--- src/design/rx_framer_pkg.sv ---
package rx_framer_pkg;

   // register byte addresses on the bus
   localparam logic [7:0] ADDR_STATUS   = 8'h00;
   localparam logic [7:0] ADDR_IRQ_STAT = 8'h04;
   localparam logic [7:0] ADDR_IRQ_MASK = 8'h08;

   // status register fields
   localparam int STAT_DBL     = 0;
   localparam int STAT_WAIT    = 1;
   localparam int STAT_RUN     = 2;
   localparam int STAT_MON     = 3;
   localparam int STAT_SYM_LSB = 4;

   // interrupt bits, same layout in status and mask
   localparam int IRQ_W    = 4;
   localparam int IRQ_NEW  = 0;
   localparam int IRQ_VIOL = 1;
   localparam int IRQ_SYNC = 2;
   localparam int IRQ_LOOP = 3;
   localparam logic [IRQ_W-1:0] IRQ_MASK_RST = 4'h0;

   // three-level mode pin, low, floating and high
   localparam logic [1:0] MODE_DECODED = 2'h0;
   localparam logic [1:0] MODE_TEST    = 2'h1;
   localparam logic [1:0] MODE_RAW     = 2'h3;

   // bit counts within one symbol
   localparam logic [3:0] BITS_LAST = 4'h9;
   localparam logic [3:0] BITS_HALF = 4'h5;

   // framer run length before double-byte mode
   localparam logic [11:0] RUN_BYTES = 12'h800;

   // symbol constants
   localparam logic [6:0] COMMA_NEG  = 7'h1F;
   localparam logic [6:0] COMMA_POS  = 7'h60;
   localparam logic [7:0] NULL_BYTE  = 8'hBC;
   localparam logic [7:0] START_BYTE = 8'h00;
   localparam logic [8:0] LFSR_SEED  = 9'h1FF;

   // reset values of the host outputs
   localparam logic [7:0] BYTE_RST = 8'h00;

   typedef enum logic [1:0] {B_IDLE, B_WAIT, B_RUN} bist_st_t;

   typedef struct packed {
      logic       special;
      logic [7:0] data;
      logic       viol;
   } sym_t;

endpackage : rx_framer_pkg

--- src/design/serial_rx_framer_output.sv ---
`timescale 1ns/100ps
// Behaviour
// - output byte holds until next byte
// - byte clock rises when outputs change
// - mode pin picks decoded, raw or test
// - raw mode maps symbol bits a..j
// - special flag marks control codes
// - violation flag marks code errors
// - self-test: violation low on matching byte
// - ready pulses low per byte, not Null
// - self-test: ready high only on last
// - select high picks input a
// - status output follows status input
// - reframe enable aligns to each sync, even-slot ones only in double mode
// - long reframe run enters double-byte mode
// - reframe low keeps counter framing
// - Null fill is the K28.5 symbol
// - self-test waits for D0.0, then runs
// - self-test compares against local LFSR
module serial_rx_framer_output (
   // clock and reset
   input  wire logic        sys_clk_i,
   input  wire logic        sys_rst_i,
   // wishbone slave
   input  wire logic        wb_cyc_i,
   input  wire logic        wb_stb_i,
   input  wire logic        wb_we_i,
   input  wire logic [7:0]  wb_adr_i,
   input  wire logic [31:0] wb_dat_i,
   input  wire logic [3:0]  wb_sel_i,
   output logic      [31:0] wb_dat_o,
   output logic             wb_ack_o,
   output logic             irq_o,
   // link side
   input  wire logic        serial_in_a_i,
   input  wire logic        serial_in_b_i,
   input  wire logic        in_sel_i,
   input  wire logic        status_in_i,
   input  wire logic [1:0]  mode_i,
   input  wire logic        reframe_enable_i,
   input  wire logic        self_test_enable_n_i,
   // host side
   output logic      [7:0]  rx_byte_out_o,
   output logic             special_char_flag_o,
   output logic             violation_flag_o,
   output logic             ready_n_o,
   output logic             recovered_byte_clock_o,
   output logic             status_out_o
);

   logic [9:0]  sh, next_sh, nsh;
   logic [3:0]  bitcnt, next_bitcnt;
   logic [11:0] run, next_run;
   logic        par, next_par, dbl, next_dbl, b_prev;
   logic        test_mode, bit_en, bit_in, realign, byte_ev;
   logic [7:0]  dec_data;
   logic        dec_k, dec_err, is_null, is_start;
   rx_framer_pkg::sym_t cap, out, next_out;
   logic        next_rdy_n, next_bclk;
   rx_framer_pkg::bist_st_t bst, next_bst;
   logic [8:0]  lfsr, next_lfsr;
   logic        bist_match, bist_last;
   logic [rx_framer_pkg::IRQ_W-1:0] ist, next_ist, imask, next_imask, ev;
   logic [rx_framer_pkg::IRQ_W-1:0] clr;
   logic        wb_hit, wb_wr, next_irq;
   logic [31:0] rd, next_dat;

   function automatic logic is_comma(input logic [9:0] s);
      logic [6:0] a2g;
      a2g      = {s[0], s[1], s[2], s[3], s[4], s[5], s[6]};
      is_comma = (a2g == rx_framer_pkg::COMMA_NEG) ||
                 (a2g == rx_framer_pkg::COMMA_POS);
   endfunction : is_comma

   // x^9 + x^5 + 1, 511 states per loop
   function automatic logic [8:0] lfsr_step(input logic [8:0] l);
      lfsr_step = {l[7:0], l[8] ^ l[4]};
   endfunction : lfsr_step

   dec_8b10b u_dec (
      .sym_i  (nsh),
      .data_o (dec_data),
      .k_o    (dec_k),
      .err_o  (dec_err)
   );

   // framer
   always_comb begin
      test_mode = (mode_i == rx_framer_pkg::MODE_TEST);
      bit_en    = test_mode ? (serial_in_b_i & ~b_prev) : 1'b1;
      bit_in    = (test_mode | in_sel_i) ? serial_in_a_i : serial_in_b_i;
      nsh       = {bit_in, sh[9:1]};
      // sync realigns; even slot only in double mode
      realign   = bit_en & reframe_enable_i & is_comma(nsh) & (~dbl | ~par);
      // counter boundary otherwise
      // a sync while the byte clock is high only restarts the count, so
      // the clock stretches rather than data changing off its rising edge
      byte_ev   = bit_en & ((bitcnt == rx_framer_pkg::BITS_LAST) |
                            (realign & ~recovered_byte_clock_o));
      next_sh   = bit_en ? nsh : sh;
      next_bitcnt = bitcnt;
      if (byte_ev | realign) begin
         next_bitcnt = 4'h0;
      end else if (bit_en) begin
         next_bitcnt = 4'(bitcnt + 4'h1);
      end
      next_par = byte_ev ? ~par : par;
      // count bytes while reframe stays high
      next_run = run;
      if (!reframe_enable_i) begin
         next_run = 12'h000;
      end else if (byte_ev && run != rx_framer_pkg::RUN_BYTES) begin
         next_run = 12'(run + 12'h001);
      end
      // leave double mode when reframe drops
      next_dbl = reframe_enable_i &
                 (dbl | (next_run == rx_framer_pkg::RUN_BYTES));
   end

   always_ff @(posedge sys_clk_i) begin
      if (sys_rst_i) begin
         sh     <= 10'h000;
         bitcnt <= 4'h0;
         run    <= 12'h000;
         par    <= 1'b0;
         dbl    <= 1'b0;
         b_prev <= 1'b0;
      end else begin
         sh     <= next_sh;
         bitcnt <= next_bitcnt;
         run    <= next_run;
         par    <= next_par;
         dbl    <= next_dbl;
         b_prev <= serial_in_b_i;
      end
   end

   // self-test checker
   always_comb begin
      is_null    = dec_k & ~dec_err & (dec_data == rx_framer_pkg::NULL_BYTE);
      is_start   = ~dec_k & ~dec_err & (dec_data == rx_framer_pkg::START_BYTE);
      bist_match = ~dec_err & ({dec_k, dec_data} == lfsr);
      bist_last  = (lfsr_step(lfsr) == rx_framer_pkg::LFSR_SEED);
      next_bst   = bst;
      next_lfsr  = lfsr;
      case (bst)
         rx_framer_pkg::B_IDLE: begin
            if (!self_test_enable_n_i) next_bst = rx_framer_pkg::B_WAIT;
         end
         rx_framer_pkg::B_WAIT: begin
            if (self_test_enable_n_i) begin
               next_bst = rx_framer_pkg::B_IDLE;
            end else if (byte_ev && is_start) begin
               next_bst  = rx_framer_pkg::B_RUN;
               next_lfsr = rx_framer_pkg::LFSR_SEED;
            end
         end
         default: begin
            if (self_test_enable_n_i) begin
               next_bst = rx_framer_pkg::B_IDLE;
            end else if (byte_ev) begin
               next_lfsr = lfsr_step(lfsr);
            end
         end
      endcase
   end

   always_ff @(posedge sys_clk_i) begin
      if (sys_rst_i) begin
         bst  <= rx_framer_pkg::B_IDLE;
         lfsr <= rx_framer_pkg::LFSR_SEED;
      end else begin
         bst  <= next_bst;
         lfsr <= next_lfsr;
      end
   end

   // host outputs
   always_comb begin
      cap = '{special: dec_k, data: dec_data, viol: dec_err};
      if (mode_i == rx_framer_pkg::MODE_RAW) begin
         cap = '{special: nsh[0], data: nsh[8:1], viol: nsh[9]};
      end
      next_out   = out;
      next_rdy_n = ready_n_o;
      next_bclk  = (next_bitcnt < rx_framer_pkg::BITS_HALF);
      // load only on a new byte
      if (byte_ev) begin
         next_out = cap;
         if (bst == rx_framer_pkg::B_RUN) begin
            next_out.viol = ~bist_match;
            next_rdy_n    = bist_last;
         end else begin
            next_rdy_n = is_null;
         end
      end else if (bit_en && next_bitcnt == rx_framer_pkg::BITS_HALF &&
                   bst != rx_framer_pkg::B_RUN) begin
         next_rdy_n = 1'b1;
      end
   end

   always_ff @(posedge sys_clk_i) begin
      if (sys_rst_i) begin
         out                    <= '{special: 1'b0,
                                     data: rx_framer_pkg::BYTE_RST,
                                     viol: 1'b0};
         ready_n_o              <= 1'b1;
         recovered_byte_clock_o <= 1'b0;
         status_out_o           <= 1'b0;
      end else begin
         out                    <= next_out;
         ready_n_o              <= next_rdy_n;
         recovered_byte_clock_o <= next_bclk;
         status_out_o           <= status_in_i;
      end
   end

   assign rx_byte_out_o       = out.data;
   assign special_char_flag_o = out.special;
   assign violation_flag_o    = out.viol;

   // wishbone slave and interrupts; write lands when ack is seen
   always_comb begin
      wb_hit = wb_cyc_i & wb_stb_i & ~wb_ack_o;
      wb_wr  = wb_cyc_i & wb_stb_i & wb_ack_o & wb_we_i & wb_sel_i[0];
      ev     = '0;
      ev[rx_framer_pkg::IRQ_NEW]  = byte_ev & ~is_null;
      ev[rx_framer_pkg::IRQ_VIOL] = byte_ev & next_out.viol;
      ev[rx_framer_pkg::IRQ_SYNC] = realign;
      ev[rx_framer_pkg::IRQ_LOOP] = byte_ev & bist_last &
                                    (bst == rx_framer_pkg::B_RUN);
      clr        = '0;
      next_imask = imask;
      if (wb_wr && wb_adr_i == rx_framer_pkg::ADDR_IRQ_STAT) begin
         clr = wb_dat_i[rx_framer_pkg::IRQ_W-1:0];
      end else if (wb_wr && wb_adr_i == rx_framer_pkg::ADDR_IRQ_MASK) begin
         next_imask = wb_dat_i[rx_framer_pkg::IRQ_W-1:0];
      end
      // an event in the clearing cycle survives
      next_ist = (ist & ~clr) | ev;
      next_irq = |(next_ist & next_imask);
      rd = 32'h0000_0000;
      if (wb_adr_i == rx_framer_pkg::ADDR_STATUS) begin
         rd[rx_framer_pkg::STAT_DBL]  = dbl;
         rd[rx_framer_pkg::STAT_WAIT] = (bst == rx_framer_pkg::B_WAIT);
         rd[rx_framer_pkg::STAT_RUN]  = (bst == rx_framer_pkg::B_RUN);
         rd[rx_framer_pkg::STAT_MON]  = status_out_o;
         rd[rx_framer_pkg::STAT_SYM_LSB +: 10] = out;
      end else if (wb_adr_i == rx_framer_pkg::ADDR_IRQ_STAT) begin
         rd[rx_framer_pkg::IRQ_W-1:0] = ist;
      end else if (wb_adr_i == rx_framer_pkg::ADDR_IRQ_MASK) begin
         rd[rx_framer_pkg::IRQ_W-1:0] = imask;
      end
      next_dat = wb_hit ? rd : 32'h0000_0000;
   end

   always_ff @(posedge sys_clk_i) begin
      if (sys_rst_i) begin
         ist      <= '0;
         imask    <= rx_framer_pkg::IRQ_MASK_RST;
         irq_o    <= 1'b0;
         wb_ack_o <= 1'b0;
         wb_dat_o <= 32'h0000_0000;
      end else begin
         ist      <= next_ist;
         imask    <= next_imask;
         irq_o    <= next_irq;
         wb_ack_o <= wb_hit;
         wb_dat_o <= next_dat;
      end
   end
endmodule : serial_rx_framer_output

--- src/design/dec_8b10b.sv ---
`timescale 1ns/100ps
module dec_8b10b (
   // symbol, bit a in bit 0
   input  wire logic [9:0] sym_i,
   // decoded byte
   output logic       [7:0] data_o,
   output logic             k_o,
   output logic             err_o
);

   logic [5:0] c6;
   logic [3:0] c4;
   logic [6:0] r6;
   logic [4:0] r4;

   // returns {valid, k28, x}
   function automatic logic [6:0] dec6(input logic [5:0] c);
      case (c)
         6'h27, 6'h18: dec6 = {2'h2, 5'h00};
         6'h1D, 6'h22: dec6 = {2'h2, 5'h01};
         6'h2D, 6'h12: dec6 = {2'h2, 5'h02};
         6'h31:        dec6 = {2'h2, 5'h03};
         6'h35, 6'h0A: dec6 = {2'h2, 5'h04};
         6'h29:        dec6 = {2'h2, 5'h05};
         6'h19:        dec6 = {2'h2, 5'h06};
         6'h38, 6'h07: dec6 = {2'h2, 5'h07};
         6'h39, 6'h06: dec6 = {2'h2, 5'h08};
         6'h25:        dec6 = {2'h2, 5'h09};
         6'h15:        dec6 = {2'h2, 5'h0A};
         6'h34:        dec6 = {2'h2, 5'h0B};
         6'h0D:        dec6 = {2'h2, 5'h0C};
         6'h2C:        dec6 = {2'h2, 5'h0D};
         6'h1C:        dec6 = {2'h2, 5'h0E};
         6'h17, 6'h28: dec6 = {2'h2, 5'h0F};
         6'h1B, 6'h24: dec6 = {2'h2, 5'h10};
         6'h23:        dec6 = {2'h2, 5'h11};
         6'h13:        dec6 = {2'h2, 5'h12};
         6'h32:        dec6 = {2'h2, 5'h13};
         6'h0B:        dec6 = {2'h2, 5'h14};
         6'h2A:        dec6 = {2'h2, 5'h15};
         6'h1A:        dec6 = {2'h2, 5'h16};
         6'h3A, 6'h05: dec6 = {2'h2, 5'h17};
         6'h33, 6'h0C: dec6 = {2'h2, 5'h18};
         6'h26:        dec6 = {2'h2, 5'h19};
         6'h16:        dec6 = {2'h2, 5'h1A};
         6'h36, 6'h09: dec6 = {2'h2, 5'h1B};
         6'h0E:        dec6 = {2'h2, 5'h1C};
         6'h2E, 6'h11: dec6 = {2'h2, 5'h1D};
         6'h1E, 6'h21: dec6 = {2'h2, 5'h1E};
         6'h2B, 6'h14: dec6 = {2'h2, 5'h1F};
         6'h0F, 6'h30: dec6 = {2'h3, 5'h1C};
         default:      dec6 = 7'h00;
      endcase
   endfunction : dec6

   // returns {valid, alternate seven, y}
   function automatic logic [4:0] dec4(input logic [3:0] c);
      case (c)
         4'hB, 4'h4: dec4 = 5'h10;
         4'h9:       dec4 = 5'h11;
         4'h5:       dec4 = 5'h12;
         4'hC, 4'h3: dec4 = 5'h13;
         4'hD, 4'h2: dec4 = 5'h14;
         4'hA:       dec4 = 5'h15;
         4'h6:       dec4 = 5'h16;
         4'hE, 4'h1: dec4 = 5'h17;
         4'h7, 4'h8: dec4 = 5'h1F;
         default:    dec4 = 5'h00;
      endcase
   endfunction : dec4

   // no running disparity is tracked, only invalid sub-blocks flag
   always_comb begin
      c6     = {sym_i[0], sym_i[1], sym_i[2], sym_i[3], sym_i[4], sym_i[5]};
      // k28 sub-blocks after the positive six-bit code come complemented
      c4     = {sym_i[6], sym_i[7], sym_i[8], sym_i[9]} ^ {4{c6 == 6'h30}};
      r6     = dec6(c6);
      r4     = dec4(c4);
      data_o = {r4[2:0], r6[4:0]};
      k_o    = r6[5] | (r4[3] & (r6[4:0] == 5'h17 || r6[4:0] == 5'h1B ||
                                 r6[4:0] == 5'h1D || r6[4:0] == 5'h1E));
      err_o  = ~r6[6] | ~r4[4];
   end

endmodule : dec_8b10b

--- config.mk ---
export PLATFORM = sky130hd
export DESIGN_NAME = serial_rx_framer_output
export DESIGN_NICKNAME = d
export VERILOG_FILES = /design/src/design/rx_framer_pkg.sv /design/src/design/serial_rx_framer_output.sv /design/src/design/dec_8b10b.sv
export SDC_FILE = /design/constraint.sdc
export NUM_CORES = 1
export LEC_CHECK = 0
export ABC_CLOCK_PERIOD_IN_PS = 4100
export BUFFER_PORTS_ARGS = -buffer_cell sky130_fd_sc_hd__buf_4
export CAP_MARGIN = 5
export CORE_MARGIN = 5
export CORE_UTILIZATION = 50
export CTS_CLUSTER_DIAMETER = 150
export DETAILED_ROUTE_END_ITERATION = 8
export PLACE_DENSITY_LB_ADDON = 0.2
export SETUP_SLACK_MARGIN = 0.02
export SKIP_CTS_REPAIR_TIMING = 1
export SLEW_MARGIN = 25
export SYNTH_ARGS = -nofsm -noshare
export SYNTH_HDL_FRONTEND = slang
export SYNTH_HIERARCHICAL = 1
export SYNTH_SLANG_ARGS = --single-unit
--- constraint.sdc ---
create_clock -name sys_clk_i -period 4.1 [get_ports sys_clk_i]
set_input_delay 0.205 -clock sys_clk_i [delete_from_list [all_inputs] [get_ports sys_clk_i]]
set_output_delay 0.205 -clock sys_clk_i [all_outputs]
set_load 0.03 [all_outputs]
==> results.toml <==
[pwr]
leakage_nw = 2.12
internal_power_mw = 1.06
power.switching_mw = 0.395
p_clk_share_pct = 36.8
powerDensity_mw_per_mm2 = 263
finalPower_mw = 1.45
irDropWorstVdd_v = 0.000165
combPwrFrac_pct = 10.8
power_frac_seq_pct = 52.4
switching_share_pct = 27.2

[timing]
maxSlewViolCount = 0
setup_viol = 0
skew_ns = 0.00871
rsz0062_at_grt = "no"
relSlewSlack_pct = 50.0
setup_tns_ns = 0
fin_crit_ns = 3.74
clock.fmax_mhz = 267
hold_viol = 0
worst_pin_slew_ns = 0.745
finalCritPeriodShare_pct = 91.3

[status]
outcome = "complete, no violations"

[synthesis]
synth-simple-area-share_pct = 30.6
ys.warnings.count = 6
ys_ff_latch = 76
synth_compound_area_share_pct = 19.9
synthArstFlopShare_pct = 0
yosysUniqueCellTypes = 75
synthCells = 619
synth_top_flop_cell = "dfxtp_1"
yosysSeqAreaShare_pct = 31.3
yosys.area.top_type = "dfxtp_1"
synth_edf_count = 0
syn-cell-area_mm2 = 0.00486
yosysTopAreaCellShare_pct = 31.3
syn_avg_cell_area_um2 = 7.84
synth_common_cells = "nor2_1, dfxtp_1, nand2_1"
synthMuxAreaShare_pct = 2.09
synthAdderAreaFrac_pct = 3.30
yosys.area_share.xor_xnor_pct = 5.23
ys_top_cells_by_area = "dfxtp_1, nor2_1, nand2_1"
synth_top_family_by_area = "simple AND/OR/NAND/NOR gates"
yosysMostFrequentCell = "nor2_1"

[clocking]
cts.sinks = 76
path_clk_slew_ns = 0.08
cts-root-buf = "clkbuf_8"
numCtsBuffers = 9
htree_levels = 3
cts_tree = "built"
clk_latency_ns = 0.35
cts_max_path_buffers = 2

[grt]
grt.overflow.total = 0
grt_pass1_wl_mm = 20.5
grt_use_total_pct = 21.5
grt_pass1_vias = 4240
grt_antenna_before_repair = 0
grt_max_degree = 49

[floorplan]
initial_core_util_pct = 50.4
coreArea_mm2 = 0.00964
dieArea_mm2 = 0.0118
io_pins = 104
fp-row-count = 36
die_w_um = 109
die_h_um = 109

[placement]
place_congestion = 0.906
placed_cells = 788
place_hpwl_mm = 9.46
port-buffer-count = 54

[hold_path]
hold_path.class = "in2reg"
min_from = "status_in_i"

[final_layout]
seq_area_mm2 = 0.00152
area_growth_pct = 13.6
n_fill_cell = 948
stdcell_count = 804
n_antenna_cell = 0
drive_gt1_share_pct = 17.3
multi_input_area_mm2 = 0.00304
num-nets-final = 735

[critical_path]
cp-startpoint = "sh[5]"
crit_path_start_kind = "flop"
cp_max_fo = 9
reg2reg_from = "sh[5]"
end_kind = "flop"
cp_slowest_stage_delay_ns = 0.56
arrival_ns = 3.98
worstSetupPathType = "reg2reg"
cpMaxStageDelayCell = "or3_1"
path_cells = "inv_1 > ha_1 > or3b_4 > a22o_1 > and2_4 > o311ai_4 > o22ai_1 > nand3_1 > nand4_1 > nor2_1 > a41oi_1 > or3_1 > nor3_2 > o21bai_1"
path_buf_inv = 1
worstPathRequired_ns = 4.34
crit_family = "simple AND/OR/NAND/NOR gates"

[route]
vias = 4546
avgRoutedWirePerCell_um = 15.5
drtPass1Iterations = 5
drt_iter0_drc = 318
wl_mm = 12.5
drc_errors = 0
viasPerCell = 5.65
postRouteAntennaNets = 0

[flow_run]
cap_violations = 0
-- final timing paths --
check                           cells past startpoint  slack [ns]                to
worst max-delay path                               14        0.36           lfsr[0]
worst min-delay path                                2        0.06      status_out_o
worst max register to register                     14        0.36           lfsr[0]
worst min register to register                      2        0.48  violation_flag_o
-- cell type report --
cell class | count | share of cell area, %
Sequential cell | 76 | 27.6
Multi-Input combinational cell | 492 | 55.1
Clock inverter | 5 | 0.635
Clock buffer | 11 | 2.74
Tap cell | 133 | 3.02
Inverter | 14 | 0.953
Timing Repair Buffer | 73 | 9.93
-- registers in the layout, indices dropped and copies added (netlist names) --
register                count
violation_flag_o            1
par                         1
status_out_o                1
wb_dat_o                   14
imask                       4
dbl                         1
special_char_flag_o         1
ist                         4
recovered_byte_clock_o      1
bst                         2
bitcnt                      4
sh                          9
ready_n_o                   1
rx_byte_out_o               8
b_prev                      1
wb_ack_o                    1
irq_o                       1
run                        12
lfsr                        9
-- through the flow --
| step | instance area [µm²] | util [%] | hold WS, ns | setup slack, ns |
|---|---|---|---|---|
| 3_3_place_gp | 5320 | 55.2 | 0.420 | 0.363 |
| 6_report | 5520 | 57.2 | 0.0597 | 0.359 |
| 2_1_floorplan | 4920 | - | 0.284 | 0.686 |
| 3_5_place_dp | 5320 | 55.2 | 0.424 | 0.314 |
| 5_1_grt | 5520 | 57.2 | 0.0513 | 0.0365 |
| 4_1_cts | 5510 | 57.1 | 0.0423 | 0.282 |
-- logic make-up (layout without fill, tap and decap cells) --
family / after synthesis / in the layout
AND/OR/NAND/NOR: 290 / 290
other: 1 / 18
flip-flops: 76 / 76
AO/OA/AOI/OAI: 132 / 132
multiplexers: 10 / 10
XOR/XNOR: 29 / 29
buffers and inverters: 68 / 103
adder cells (fa/ha/maj): 13 / 13
-- per-layer routing --
metal	wire length (µm)	up-vias	GRT usage [%]
met5	0	-	0
met4	151	0	6.22
met3	711	19	4.36
met2	5810	159	35.6
met1	5810	2117	28.4
li1	-	2251	-
-- power groups by stage --
| stage | Clock (mW) | Sequential [mW] | Combinational [mW] |
|---|---|---|---|
| 3_3_place_gp | 0 | 0.778 | 0.151 |
| 6_report | 0.534 | 0.762 | 0.157 |
| 4_1_cts | 0.552 | 0.761 | 0.154 |
| 5_1_grt | 0.577 | 0.764 | 0.170 |
| 3_5_place_dp | 0 | 0.778 | 0.154 |
| 2_1_floorplan | 0 | 0.776 | 0.116 |
-- layout by cell type (no fill, tap or decap), drive strengths merged, types with 7 or more instances in the layout --
master and n:
nand3 28, xor2 20, inv 15, dfxtp 76, buf 73, nand4 7, mux2i 9, nor2b 14
clkbuf 11, a21oi 31, xnor2 9, a311oi 10, nor4 9, nand2b 12, o21ai 27, nor3 22
o21bai 10, and2 13, nand2 72, conb 18, ha 12, nor2 79
-- worst register-to-register path, cell delays in order (launching register included) --
cell      delay [ns]
dfxtp_1         0.47
inv_1           0.16
ha_1            0.33
or3b_4          0.44
a22o_1          0.20
and2_4          0.16
o311ai_4        0.27
o22ai_1         0.12
nand3_1         0.09
nand4_1         0.12
nor2_1          0.20
a41oi_1         0.21
or3_1           0.56
nor3_2          0.25
o21bai_1        0.07
Power figures use the tool's default switching activity.
